**config.mk**
```make
export PLATFORM = sky130hd
export DESIGN_NAME = rbt_top
export DESIGN_NICKNAME = d
export VERILOG_FILES = /design/src/logic/rbt_pkg.sv /design/src/logic/rbt_half.sv /design/src/logic/rbt_top.sv
export VERILOG_INCLUDE_DIRS = /design/src /design/src/logic
export SDC_FILE = /design/constraint.sdc
export NUM_CORES = 1
export LEC_CHECK = 0
export BUFFER_PORTS_ARGS = -buffer_cell sky130_fd_sc_hd__buf_2
export CAP_MARGIN = 0
export CORE_ASPECT_RATIO = 0.5
export CORE_MARGIN = 3
export CORE_UTILIZATION = 35
export CTS_CLUSTER_DIAMETER = 60
export CTS_CLUSTER_SIZE = 12
export DETAILED_ROUTE_END_ITERATION = 10
export PLACE_DENSITY = 0.61
export SLEW_MARGIN = 20
export SYNTH_ARGS = -nofsm -noshare
export SYNTH_HDL_FRONTEND = slang
export SYNTH_HIERARCHICAL = 1
export SYNTH_SLANG_ARGS = --single-unit
```
**constraint.sdc**
```tcl
create_clock -name clk_i -period 3.4 [get_ports clk_i]
set_clock_uncertainty 0.05 [all_clocks]
set_input_delay 0.68 -clock clk_i [delete_from_list [all_inputs] [get_ports clk_i]]
set_output_delay 0.68 -clock clk_i [all_outputs]
set_load 0.02 [all_outputs]
```
**src/logic/rbt_defines.svh**
```systemverilog
// Constants of the registered bus transceiver
`ifndef RBT_DEFINES_SVH
`define RBT_DEFINES_SVH

`define RBT_HALF_W 8
`define RBT_HALVES 2
`define RBT_BUS_W 16
`define RBT_CTL_W 6
`define RBT_SYNC_W 44
// Idle synchroniser state: B-to-A drive off, capture clocks high
`define RBT_SYNC_RESET 44'h000000003f0

`define RBT_ADDR_W 4
`define RBT_OFS_CTRL 4'h0
`define RBT_OFS_A_STORE 4'h4
`define RBT_OFS_B_STORE 4'h8
`define RBT_OFS_PIN_STAT 4'hc

`define RBT_CTRL_GANG_BIT 0
`define RBT_CTRL_RESET 1'h0
`define RBT_DATA_RESET 8'h00

`define RBT_RESP_OKAY 2'h0
`define RBT_RESP_SLVERR 2'h2

`endif

```
**src/logic/rbt_pkg.sv**
```systemverilog
// Types of the registered bus transceiver
`include "rbt_defines.svh"

package rbt_pkg;
  typedef logic [`RBT_HALF_W-1:0] rbt_half_type;
  typedef logic [`RBT_BUS_W-1:0] rbt_bus_type;
  typedef logic [1:0] rbt_resp_type;
  typedef enum logic {RBT_WR_COLLECT, RBT_WR_RESPOND} rbt_wr_state_type;
endpackage : rbt_pkg

```
**src/logic/rbt_half.sv**
```systemverilog
// One 8-bit half: capture registers, source selection, drivers and keeper
`timescale 1ns/1ns
`include "rbt_defines.svh"

module rbt_half
  import rbt_pkg::*;
(
  // Clock and reset
  input wire logic clk_i,
  input wire logic rst_n_i,
  // Synchronised port levels
  input wire rbt_half_type a_live_i,
  input wire rbt_half_type b_live_i,
  // Synchronised controls
  input wire logic a_to_b_drive_en_i,
  input wire logic b_to_a_drive_en_n_i,
  input wire logic a_capture_clk_i,
  input wire logic b_capture_clk_i,
  input wire logic b_port_source_sel_i,
  input wire logic a_port_source_sel_i,
  // Port drivers, enables low while driving
  output rbt_half_type a_out_o,
  output logic a_oe_n_o,
  output rbt_half_type b_out_o,
  output logic b_oe_n_o,
  // Keeper levels and stored data
  output rbt_half_type a_keep_o,
  output rbt_half_type b_keep_o,
  output rbt_half_type a_store_o,
  output rbt_half_type b_store_o
);

  logic a_clk_prev_reg;
  logic b_clk_prev_reg;
  rbt_half_type a_store_reg;
  rbt_half_type b_store_reg;
  rbt_half_type a_out_reg;
  rbt_half_type b_out_reg;
  logic a_oe_n_reg;
  logic b_oe_n_reg;
  rbt_half_type a_keep_reg;
  rbt_half_type b_keep_reg;

  wire a_rise = a_capture_clk_i & ~a_clk_prev_reg;
  wire b_rise = b_capture_clk_i & ~b_clk_prev_reg;
  wire drive_b = a_to_b_drive_en_i;
  wire drive_a = ~b_to_a_drive_en_n_i;
  // Live opposite port when select low, stored data when high
  wire rbt_half_type b_out_next = b_port_source_sel_i ? a_store_reg : a_live_i;
  wire rbt_half_type a_out_next = a_port_source_sel_i ? b_store_reg : b_live_i;
  // A driven port presents what the device drives onto it
  wire rbt_half_type a_cap_data = drive_a ? a_out_next : a_live_i;
  wire rbt_half_type b_cap_data = drive_b ? b_out_next : b_live_i;

  always_ff @(posedge clk_i) begin
    if (!rst_n_i) begin
      a_clk_prev_reg <= 1'b1;
      b_clk_prev_reg <= 1'b1;
      a_store_reg <= `RBT_DATA_RESET;
      b_store_reg <= `RBT_DATA_RESET;
    end else begin
      a_clk_prev_reg <= a_capture_clk_i;
      b_clk_prev_reg <= b_capture_clk_i;
      if (a_rise) begin
        a_store_reg <= a_cap_data;
      end
      if (b_rise) begin
        b_store_reg <= b_cap_data;
      end
    end
  end

  // Registered outputs switch cleanly between sources
  always_ff @(posedge clk_i) begin
    if (!rst_n_i) begin
      a_out_reg <= `RBT_DATA_RESET;
      b_out_reg <= `RBT_DATA_RESET;
      a_oe_n_reg <= 1'b1;
      b_oe_n_reg <= 1'b1;
      a_keep_reg <= `RBT_DATA_RESET;
      b_keep_reg <= `RBT_DATA_RESET;
    end else begin
      a_out_reg <= a_out_next;
      b_out_reg <= b_out_next;
      a_oe_n_reg <= ~drive_a;
      b_oe_n_reg <= ~drive_b;
      a_keep_reg <= a_cap_data;
      b_keep_reg <= b_cap_data;
    end
  end

  assign a_out_o = a_out_reg;
  assign b_out_o = b_out_reg;
  assign a_oe_n_o = a_oe_n_reg;
  assign b_oe_n_o = b_oe_n_reg;
  assign a_keep_o = a_keep_reg;
  assign b_keep_o = b_keep_reg;
  assign a_store_o = a_store_reg;
  assign b_store_o = b_store_reg;

endmodule : rbt_half

```
**src/logic/rbt_top.sv**
```systemverilog
// Registered bus transceiver top: pin synchronisers, two halves, AXI4-Lite registers
//
// Our own choices: the AXI4-Lite interface to the registers and the register offsets.
`timescale 1ns/1ns
`include "rbt_defines.svh"

// Function
// - Each capture clock rising edge stores its own port, regardless of selects and enables.
// - Source select low passes live opposite port; high passes stored register contents.
// - Changing a source select never shows a wrong transient value on outputs.
// - Works as one 16-bit or two 8-bit halves with separate controls.
// - Both enables high, B select low: B port follows live A.
// - Both enables low, A select low: A port follows live B.
// - Both enables low, A select high: A port shows B register.
// - Both directions enabled, both selects high: each port shows opposite register.
// - B port echoing A: both capture edges store A data in both registers.
// - A port echoing B: both capture edges store B data in both registers.
// - Both live, both directions enabled: outputs reinforce inputs, buses keep levels.
// - Undriven data inputs are held at their last valid level.
module rbt_top
  import rbt_pkg::*;
(
  // Clock and reset
  input wire logic clk_i,
  input wire logic rst_n_i,
  // A port pins
  input wire rbt_bus_type a_in_i,
  output rbt_bus_type a_out_o,
  output logic [`RBT_HALVES-1:0] a_oe_n_o,
  output rbt_bus_type a_keep_o,
  // B port pins
  input wire rbt_bus_type b_in_i,
  output rbt_bus_type b_out_o,
  output logic [`RBT_HALVES-1:0] b_oe_n_o,
  output rbt_bus_type b_keep_o,
  // Control pins, one bit per half
  input wire logic [`RBT_HALVES-1:0] a_to_b_drive_en_i,
  input wire logic [`RBT_HALVES-1:0] b_to_a_drive_en_n_i,
  input wire logic [`RBT_HALVES-1:0] a_capture_clk_i,
  input wire logic [`RBT_HALVES-1:0] b_capture_clk_i,
  input wire logic [`RBT_HALVES-1:0] b_port_source_sel_i,
  input wire logic [`RBT_HALVES-1:0] a_port_source_sel_i,
  // AXI4-Lite write address
  input wire logic [`RBT_ADDR_W-1:0] s_axi_awaddr,
  input wire logic [2:0] s_axi_awprot,
  input wire logic s_axi_awvalid,
  output logic s_axi_awready,
  // AXI4-Lite write data
  input wire logic [31:0] s_axi_wdata,
  input wire logic [3:0] s_axi_wstrb,
  input wire logic s_axi_wvalid,
  output logic s_axi_wready,
  // AXI4-Lite write response
  output logic [1:0] s_axi_bresp,
  output logic s_axi_bvalid,
  input wire logic s_axi_bready,
  // AXI4-Lite read address
  input wire logic [`RBT_ADDR_W-1:0] s_axi_araddr,
  input wire logic [2:0] s_axi_arprot,
  input wire logic s_axi_arvalid,
  output logic s_axi_arready,
  // AXI4-Lite read data
  output logic [31:0] s_axi_rdata,
  output logic [1:0] s_axi_rresp,
  output logic s_axi_rvalid,
  input wire logic s_axi_rready
);

  // Pin synchronisers
  logic [`RBT_SYNC_W-1:0] sync1_reg;
  logic [`RBT_SYNC_W-1:0] sync2_reg;

  wire [`RBT_SYNC_W-1:0] pins_raw = {
    a_in_i,
    b_in_i,
    a_to_b_drive_en_i,
    b_to_a_drive_en_n_i,
    a_capture_clk_i,
    b_capture_clk_i,
    b_port_source_sel_i,
    a_port_source_sel_i
  };

  // Reset state keeps ports undriven and hides a clock held high at release
  always_ff @(posedge clk_i) begin
    if (!rst_n_i) begin
      sync1_reg <= `RBT_SYNC_RESET;
      sync2_reg <= `RBT_SYNC_RESET;
    end else begin
      sync1_reg <= pins_raw;
      sync2_reg <= sync1_reg;
    end
  end

  wire rbt_bus_type a_live = sync2_reg[43:28];
  wire rbt_bus_type b_live = sync2_reg[27:12];
  wire [`RBT_HALVES-1:0] ab_en_s = sync2_reg[11:10];
  wire [`RBT_HALVES-1:0] ba_en_n_s = sync2_reg[9:8];
  wire [`RBT_HALVES-1:0] a_clk_s = sync2_reg[7:6];
  wire [`RBT_HALVES-1:0] b_clk_s = sync2_reg[5:4];
  wire [`RBT_HALVES-1:0] b_sel_s = sync2_reg[3:2];
  wire [`RBT_HALVES-1:0] a_sel_s = sync2_reg[1:0];

  // Control register
  logic gang_reg;

  // Half outputs
  rbt_bus_type a_store;
  rbt_bus_type b_store;

  // Two halves; gang mode lets half 0 controls steer both
  genvar h;
  generate
    for (h = 0; h < `RBT_HALVES; h = h + 1) begin : g_half
      wire use_zero = gang_reg && (h != 0);
      wire ab_en = use_zero ? ab_en_s[0] : ab_en_s[h];
      wire ba_en_n = use_zero ? ba_en_n_s[0] : ba_en_n_s[h];
      wire a_clk = use_zero ? a_clk_s[0] : a_clk_s[h];
      wire b_clk = use_zero ? b_clk_s[0] : b_clk_s[h];
      wire b_sel = use_zero ? b_sel_s[0] : b_sel_s[h];
      wire a_sel = use_zero ? a_sel_s[0] : a_sel_s[h];

      rbt_half u_half (
        .clk_i(clk_i),
        .rst_n_i(rst_n_i),
        .a_live_i(a_live[h*`RBT_HALF_W +: `RBT_HALF_W]),
        .b_live_i(b_live[h*`RBT_HALF_W +: `RBT_HALF_W]),
        .a_to_b_drive_en_i(ab_en),
        .b_to_a_drive_en_n_i(ba_en_n),
        .a_capture_clk_i(a_clk),
        .b_capture_clk_i(b_clk),
        .b_port_source_sel_i(b_sel),
        .a_port_source_sel_i(a_sel),
        .a_out_o(a_out_o[h*`RBT_HALF_W +: `RBT_HALF_W]),
        .a_oe_n_o(a_oe_n_o[h]),
        .b_out_o(b_out_o[h*`RBT_HALF_W +: `RBT_HALF_W]),
        .b_oe_n_o(b_oe_n_o[h]),
        .a_keep_o(a_keep_o[h*`RBT_HALF_W +: `RBT_HALF_W]),
        .b_keep_o(b_keep_o[h*`RBT_HALF_W +: `RBT_HALF_W]),
        .a_store_o(a_store[h*`RBT_HALF_W +: `RBT_HALF_W]),
        .b_store_o(b_store[h*`RBT_HALF_W +: `RBT_HALF_W])
      );
    end
  endgenerate

  // Write channel: address and data taken in either order
  rbt_wr_state_type wr_state_reg;
  rbt_wr_state_type wr_state_next;
  logic aw_held_reg;
  logic w_held_reg;
  logic [`RBT_ADDR_W-1:0] awaddr_reg;
  logic [31:0] wdata_reg;
  logic [3:0] wstrb_reg;
  logic [1:0] bresp_reg;

  wire collecting = (wr_state_reg == RBT_WR_COLLECT);
  wire aw_fire = s_axi_awvalid && s_axi_awready;
  wire w_fire = s_axi_wvalid && s_axi_wready;
  wire aw_have = aw_held_reg || aw_fire;
  wire w_have = w_held_reg || w_fire;
  wire wr_go = collecting && aw_have && w_have;
  wire [`RBT_ADDR_W-1:0] wr_addr = aw_held_reg ? awaddr_reg : s_axi_awaddr;
  wire [31:0] wr_data = w_held_reg ? wdata_reg : s_axi_wdata;
  wire [3:0] wr_strb = w_held_reg ? wstrb_reg : s_axi_wstrb;
  wire wr_ctrl = (wr_addr == `RBT_OFS_CTRL);
  wire wr_ro = (wr_addr == `RBT_OFS_A_STORE) || (wr_addr == `RBT_OFS_B_STORE) || (wr_addr == `RBT_OFS_PIN_STAT);
  wire rbt_resp_type wr_resp = (wr_ctrl || wr_ro) ? `RBT_RESP_OKAY : `RBT_RESP_SLVERR;

  assign s_axi_awready = collecting && !aw_held_reg;
  assign s_axi_wready = collecting && !w_held_reg;
  assign s_axi_bvalid = (wr_state_reg == RBT_WR_RESPOND);
  assign s_axi_bresp = bresp_reg;

  always_comb begin
    wr_state_next = wr_state_reg;
    unique case (wr_state_reg)
      RBT_WR_COLLECT: begin
        if (wr_go) begin
          wr_state_next = RBT_WR_RESPOND;
        end
      end
      RBT_WR_RESPOND: begin
        if (s_axi_bready) begin
          wr_state_next = RBT_WR_COLLECT;
        end
      end
    endcase
  end

  always_ff @(posedge clk_i) begin
    if (!rst_n_i) begin
      wr_state_reg <= RBT_WR_COLLECT;
      aw_held_reg <= 1'b0;
      w_held_reg <= 1'b0;
      awaddr_reg <= '0;
      wdata_reg <= '0;
      wstrb_reg <= '0;
      bresp_reg <= `RBT_RESP_OKAY;
    end else begin
      wr_state_reg <= wr_state_next;
      if (aw_fire) begin
        awaddr_reg <= s_axi_awaddr;
      end
      if (w_fire) begin
        wdata_reg <= s_axi_wdata;
        wstrb_reg <= s_axi_wstrb;
      end
      aw_held_reg <= wr_go ? 1'b0 : aw_have;
      w_held_reg <= wr_go ? 1'b0 : w_have;
      if (wr_go) begin
        bresp_reg <= wr_resp;
      end
    end
  end

  // Control register write, lowest byte lane only
  always_ff @(posedge clk_i) begin
    if (!rst_n_i) begin
      gang_reg <= `RBT_CTRL_RESET;
    end else if (wr_go && wr_ctrl && wr_strb[0]) begin
      gang_reg <= wr_data[`RBT_CTRL_GANG_BIT];
    end
  end

  // Read channel
  logic rvalid_reg;
  logic [31:0] rdata_reg;
  logic [1:0] rresp_reg;

  wire ar_fire = s_axi_arvalid && s_axi_arready;
  wire [31:0] pin_stat = {
    20'h00000,
    a_sel_s,
    b_sel_s,
    b_clk_s,
    a_clk_s,
    ba_en_n_s,
    ab_en_s
  };
  wire rd_ctrl = (s_axi_araddr == `RBT_OFS_CTRL);
  wire rd_a = (s_axi_araddr == `RBT_OFS_A_STORE);
  wire rd_b = (s_axi_araddr == `RBT_OFS_B_STORE);
  wire rd_pin = (s_axi_araddr == `RBT_OFS_PIN_STAT);
  wire rd_hit = rd_ctrl || rd_a || rd_b || rd_pin;
  wire [31:0] rd_data =
    rd_ctrl ? {31'h00000000, gang_reg} :
    rd_a ? {16'h0000, a_store} :
    rd_b ? {16'h0000, b_store} :
    rd_pin ? pin_stat : 32'h00000000;
  wire rbt_resp_type rd_resp = rd_hit ? `RBT_RESP_OKAY : `RBT_RESP_SLVERR;

  assign s_axi_arready = !rvalid_reg;
  assign s_axi_rvalid = rvalid_reg;
  assign s_axi_rdata = rdata_reg;
  assign s_axi_rresp = rresp_reg;

  always_ff @(posedge clk_i) begin
    if (!rst_n_i) begin
      rvalid_reg <= 1'b0;
      rdata_reg <= 32'h00000000;
      rresp_reg <= `RBT_RESP_OKAY;
    end else if (ar_fire) begin
      rvalid_reg <= 1'b1;
      rdata_reg <= rd_data;
      rresp_reg <= rd_resp;
    end else if (s_axi_rready) begin
      rvalid_reg <= 1'b0;
    end
  end

endmodule : rbt_top

```
==> results of run 1 <==
==> routing by layer <==
layer / vias up / track usage / share of wire
met5: - / 0 / 0
met4: 0 / 0.0373 / 0.019
met3: 28 / 0.0334 / 0.057
met2: 121 / 0.268 / 0.49
met1: 2642 / 0.184 / 0.43
li1: 2772 / - / -
==> per-stage QoR <==
stage,setup slack (ps),util
2_1_floorplan,1660,-
3_3_place_gp,1330,0.402
3_5_place_dp,1300,0.402
4_1_cts,1340,0.428
5_1_grt,1270,0.428
6_report,1360,0.428
==> path summary, 6_finish.rpt <==
kind                      startpoint                                endpoint  cells after the start
min reg2reg  sync1_reg[6]$_SDFF_PN1_                 sync2_reg[6]$_SDFF_PN1_                      1
max          sync2_reg[2]$_SDFF_PN0_  g_half[1].u_half/b_out_o[4]$_SDFF_PN0_                      3
min               a_capture_clk_i[1]                 sync1_reg[7]$_SDFF_PN1_                      2
max reg2reg  sync2_reg[2]$_SDFF_PN0_  g_half[1].u_half/b_out_o[4]$_SDFF_PN0_                      3
==> worst max-delay path: stages (launching register included) <==
cell	delay [ps]
dfxtp_1	740
mux2_2	500
mux2i_1	380
and2b_2	260
==> logic make-up (layout without fill, tap and decap cells) <==
logic type	Yosys count	after routing	share of synthesized area
buffers and inverters	73	182	0.0541
AO/OA/AOI/OAI	164	164	0.157
other	1	18	0.000463
multiplexers	47	47	0.0616
flip-flops	221	221	0.546
AND/OR/NAND/NOR	253	253	0.181
==> cells in the mapped netlist (all sizes together) <==
cell type	instances	area share
a211o	16	0.017
or2b	6	0.0056
o221ai	12	0.014
a21boi	34	0.039
inv	2	0.00093
buf	48	0.042
a21oi	20	0.012
conb	1	0.00046
nor4	1	0.0015
nand2	52	0.024
a22oi	4	0.0037
nor2b	13	0.011
a31oi	1	0.00077
and2	95	0.074
a21o	10	0.0093
nor3	3	0.0032
o41ai	1	0.0020
clkbuf	23	0.011
o21ai	28	0.017
o211ai	16	0.015
mux2i	24	0.030
nand2b	35	0.028
nor2	29	0.013
and2b	18	0.019
nand3b	1	0.0014
o211a	18	0.022
a22o	4	0.0043
mux2	23	0.032
dfxtp	221	0.55
==> final cells by class <==
class | count | area (um2) | share of cell area
Timing Repair Buffer | 156 | 808 | 0.0851
Clock inverter | 1 | 8.76 | 0.000922
Clock buffer | 23 | 576 | 0.0606
Tap cell | 300 | 375 | 0.0395
Inverter | 2 | 7.51 | 0.000790
Multi-Input combinational cell | 482 | 3300 | 0.348
Sequential cell | 221 | 4420 | 0.466
==> where the power goes <==
group,switching (W),internal (W)
registers,0.0000496,0.00269
clock network,0.000913,0.00119
logic,0.000254,0.000172
total,0.00122,0.00405
==> summary.txt, run 1 <==
Detailed routing
  – Via count: ~5,600
  – DR WL/cell: around 16 um
  – Total Wirelength: roughly 19,000 um
  – DRT Pass-1 Iters: 4
  – Starting DRC count in detailed routing: around 280
  – Drt via density: between 4 and 5
  – Drc violations: 0
  – Routed Antenna Nets: 0

Cells and area
  – Layout Nets: slightly below 1,000
  – N_diodes: 0
  – Commonest non-fill, non-tap cells in the layout: dfxtp_1 (221), buf_2 (150), and2_1 (94)
  – Commonest non-fill, non-tap cell in the layout: dfxtp_1
  – Area Growth Syn to Fin: 17.3%
  – Layout cell share with drive strength beyond 1: 0.276
  – Design Area, Final: between 9000 and 10,000 um2
  – Fillers: between 2,000 and 2,500
  – Final Non-Filler Cells: between 1,000 and 1,500

Floorplanning
  – Full die area: 25,100 um2
  – Core box area: 22,200 um2
  – Num rows: 38
  – Ports: 210
  – Die Y: 114 um
  – Starting Density: 0.365
  – Die W: 221 um

Global routing
  – Initial antenna violation count: 0
  – First-pass GRT wire length: around 30,000 um
  – Vias in the first global route: 5,650
  – Pin count of the biggest net entering global routing: 88
  – Total GRT Usage: 0.149
  – Grt total ovfl: 0

Place
  – Final GP Congestion: approximately 0.81
  – IO buf count: 151
  – Inst Count DP: 1,161
  – Placed Instance Area: roughly 8900 um2
  – Hpwl dp: about 14,000 um

Synth
  – Avg Inst Size Synth: around 11 um2
  – Yosys Warn Count: 6
  – Netlist cell types: between 40 and 50
  – Number of synthesized register bits: about 220
  – Post-Syn Instances: 759
  – Seq/Total Area, Yosys: 0.546
  – Mapped Area: slightly above 8000 um2

CTS
  – TritonCTS clock tree: yes
  – Clock sink count: between 200 and 250
  – Clock Pin Slew Worst Setup and Hold Paths: 60 ps
  – CTS Hold Bufs: 0
  – CTS buffer count: 22
  – Worst-Skew Late Latency: roughly 500 ps
  – CTS Buffer Depth: 3
  – H-Tree Depth: 1
  – PostCTS Resize Cnt: 0
  – Clk root buf: clkbuf_16
  – Post-CTS Setup Bufs: 0

Setup path
  – Path type of the worst setup path: reg2reg
  – Startpoint types: flop
  – Critical Path RT: 3740 ps
  – CP arrival: 2380 ps
  – R2R Setup Slk: 1360 ps
  – Crit Path Max Fanout: 10
  – CP endpoint kind: flop

STA
  – Final Max Tran Viols: 0
  – Final setup violation count: 0
  – Final Hold Viols: 0
  – Fin crit period: 2040 ps
  – Final TNS setup: 0 ps
  – Post-route clock period utilization: 0.599
  – Post-Route Hold Slack: approximately 320 ps
  – Slew at the pin with the worst max-slew slack: ~730 ps
  – Slew margin rel.: 0.510
  – RSZ-0062 raised after global routing: false
  – Fmax: 0.491 GHz

Flow run
  – Max cap viols: 0

Outcome
  – Outcome: finished, final reports clean

Worst hold path
  – Hold WC Path Type: in2reg

Power and ir drop
  – PwrDens: roughly 550 nW/um2
  – VDD IR max: 0.277 mV
  – Pleak: roughly 4.2 nW
  – Total Power: 0.00527 W
(Power assumes the default switching activity.)
==> inputs of run 2 (changes only) <==
==> constraint.sdc (replaced) <==
create_clock -name clk_i -period 2 [get_ports clk_i]
set_clock_uncertainty 0.05 [all_clocks]
set_input_delay 0.4 -clock clk_i [delete_from_list [all_inputs] [get_ports clk_i]]
set_output_delay 0.4 -clock clk_i [all_outputs]
set_load 0.02 [all_outputs]
==> run 2 against run 1 <==
Fmax increased by 7.8%. Power is 71% higher. Sequential cell count unchanged. Final cell count is 0.59% higher. Wire length rose by 0.86%. Via count is 2.6% higher. Sequential share of layout area shrank 0.37 points. Combinational power up 74%. Sequential power grew 70%. Non-clock buffer count is 6 higher. First-iteration DRC count shrank 1.4%. Largest cell class unchanged. Largest power group unchanged. Highest routed layer unchanged.
==> summary.txt, run 2 (same netlist as run 1, synthesis figures left out) <==
Setup path
  – Startpoint types: flop
  – Path type of the worst setup path: reg2reg
  – WP buf/inv: 0 (unchanged)
  – CP arrival: 2270 ps (-110 ps)
  – WP depth: 4 (+1)
  – Critical Path RT: 2380 ps (-1360 ps)
  – Number of cells on the worst reg-to-reg path: 4 (+1)
  – CP endpoint kind: flop
  – Critical Path Source: g_half[1].use_zero$_SDFFE_PN0P_
  – Crit Path Max Fanout: 8 (-2)
  – Slowest stage delay, CP: 540 ps (-200 ps)
  – Crit path max-delay family: multiplexers
  – Critical-path top delay cell: dfxtp_1
  – Worst setup path end: g_half[1].u_half/b_store_o[4]$_SDFFE_PN0P_
  – R2R Setup Slk: 110 ps (-1250 ps)
  – Cells along the critical path: mux2_2, mux2i_1, a211o_1, a21boi_2
  – Worst flop-to-flop path startpoint: g_half[1].use_zero$_SDFFE_PN0P_
  – Reg2reg end: g_half[1].u_half/b_store_o[4]$_SDFFE_PN0P_

Cells and area
  – N_diodes: 0 (unchanged)
  – Finished Core Util: 0.431 (+0.00344)
  – Commonest non-fill, non-tap cell in the layout: dfxtp_1
  – Layout cell share with drive strength beyond 1: 0.283 (+0.00680)
  – Layout Nets: 992 (+0.61%)
  – Area Growth Syn to Fin: 18.2%
  – Commonest non-fill, non-tap cells in the layout: dfxtp_1 (221), buf_2 (150), and2_1 (94)

Global routing
  – Pin count of the biggest net entering global routing: 81 (-8.0%)
  – Grt total ovfl: 0 (unchanged)
  – Total GRT Usage: 0.151 (+0.00195)
  – First-pass GRT wire length: 30,300 um (+1.8%)
  – Initial antenna violation count: 0 (unchanged)
  – Vias in the first global route: 5,779 (+2.3%)

Floorplanning
  – Num rows: 38 (unchanged)
  – Core box area: 22,200 um2 (unchanged)
  – Die Y: 114 um (unchanged)
  – Ports: 210 (unchanged)
  – Full die area: 25,100 um2 (unchanged)
  – Die W: 221 um (unchanged)
  – Starting Density: 0.365 (unchanged)

Power and ir drop
  – Pleak: 4.21 nW (+0.96%)
  – Net switching power: 0.00209 W (+72%)
  – Power share of the clock group: 0.402 (+0.003)
  – Switching Share: 0.232 (+0.00105)
  – Logic pwr share: 0.082 (about the same)
  – VDD IR max: 0.462 mV (+67%)
  – Sequential share of power: 0.515 (-0.005)
  – PwrDens: 942 nW/um2 (+70%)
  – P_int: 0.00693 W (+71%)

STA
  – Final WS setup: 110 ps (-1250 ps)
  – RSZ-0062 raised after global routing: false
  – Final setup violation count: 0 (unchanged)
  – Slew at the pin with the worst max-slew slack: 649 ps (-84.7 ps)
  – Post-route clock period utilization: 0.945 (+0.346)
  – Fin crit period: 1890 ps (-147 ps)
  – Final Hold Viols: 0 (unchanged)
  – Final Max Tran Viols: 0 (unchanged)
  – Final TNS setup: 0 ps (unchanged)
  – Slew margin rel.: 0.568 (+0.0575)
  – Fmax: 0.529 GHz (+7.8%)
  – Post-Route Hold Slack: 23.9 ps (-295 ps)

Place
  – IO buf count: 151 (unchanged)
  – Hpwl dp: 13,700 um (+0.74%)
  – Final GP Congestion: 0.799 (-1.9%)
  – Setup Slack @ Placement: 62.2 ps (-1240 ps)

CTS
  – TritonCTS clock tree: yes
  – Clock sink count: 221 (unchanged)
  – Clock Pin Slew Worst Setup and Hold Paths: 60 ps (about the same)
  – CTS buffer count: 22 (unchanged)
  – Worst-Skew Late Latency: 510 ps (about the same)
  – H-Tree Depth: 1 (unchanged)
  – CTS Buffer Depth: 3 (unchanged)
  – Clk root buf: clkbuf_16

Detailed routing
  – Drt via density: 4.79 (+2.0%)
  – Drc violations: 0 (unchanged)
  – DRT Pass-1 Iters: 5 (+1)
  – Via count: 5,705 (+2.6%)
  – Starting DRC count in detailed routing: 272 (-1.4%)
  – Routed Antenna Nets: 0 (unchanged)
  – Total Wirelength: 19,300 um (+0.86%)
  – DR WL/cell: 16.2 um (+0.27%)

Flow run
  – Max cap viols: 0 (unchanged)

Worst hold path
  – Hold WC Path Type: in2reg

Outcome
  – Outcome: finished, final reports clean
## run 2: changes by cell type in the layout (fill, tap and decap cells not counted)
cell	previous run	this run
nor2b_1	12	11
inv_6	1	0
buf_12	1	2
clkbuf_8	0	1
buf_4	5	10
clkinvlp_4	0	1
nor2b_2	0	1
mux2_2	23	22
mux2_4	0	1
## run 2: power by group through the flow
stage | registers (W) | logic (W) | clock network, W
CTS | 0.00465 | 0.000748 | 0.00376
floorplan | 0.00481 | 0.000465 | 0
global route | 0.00467 | 0.000813 | 0.00393
detailed placement | 0.00475 | 0.000745 | 0
finish | 0.00465 | 0.000742 | 0.00363
global placement | 0.00475 | 0.000738 | 0
## run 2: cell type report
type	instances	area, um2
repair buffers	162	866
inverters	2	7.51
clock inverters	1	7.51
flip-flops and latches	221	4420
well taps	300	375
clock buffers	24	589
fillers	2141	12600
multi-input cells	482	3310
## run 2: worst min-delay path by stage
stage	startpoint	endpoint	slack, ps	cells after the start
after global placement	sync1_reg[8]$_SDFF_PN1_	sync2_reg[8]$_SDFF_PN1_	350	1
after detailed placement	sync1_reg[5]$_SDFF_PN1_	sync2_reg[5]$_SDFF_PN1_	350	1
after CTS	b_to_a_drive_en_n_i[0]	sync1_reg[8]$_SDFF_PN1_	1	2
final	b_to_a_drive_en_n_i[0]	sync1_reg[8]$_SDFF_PN1_	20	2
after floorplan	sync1_reg[4]$_SDFF_PN1_	sync2_reg[4]$_SDFF_PN1_	340	1
after global routing	a_capture_clk_i[0]	sync1_reg[6]$_SDFF_PN1_	10	2
## run 2: layer usage
| metal | wire length (um) | vias to the layer above | share of wire | GRT usage |
|---|---|---|---|---|
| met3 | 1070 | 31 | 0.055 | 0.0334 |
| met2 | 9650 | 130 | 0.50 | 0.277 |
| met5 | 0 | - | 0 | 0 |
| met4 | 402 | 0 | 0.021 | 0.0407 |
| li1 | - | 2778 | - | - |
| met1 | 8150 | 2766 | 0.42 | 0.181 |
## run 2: stage by stage
stage | total power [W] | instances | cell area, um2
final | 0.00903 | 1192 | 9580
after floorplan | 0.00527 | 776 | 8170
after global placement | 0.00549 | 1167 | 8980
after CTS | 0.00916 | 1192 | 9570
after detailed placement | 0.00550 | 1167 | 8980
after global routing | 0.00941 | 1192 | 9580
## run 2: what timing repair did
| item | 4_1_cts | 5_1_grt |
|---|---|---|
| endpoints found under the setup margin | 0 | 8 |
| hold buffers | 0 | 0 |
| buffers inserted | 0 | 0 |
| gates resized for setup | 0 | 2 |
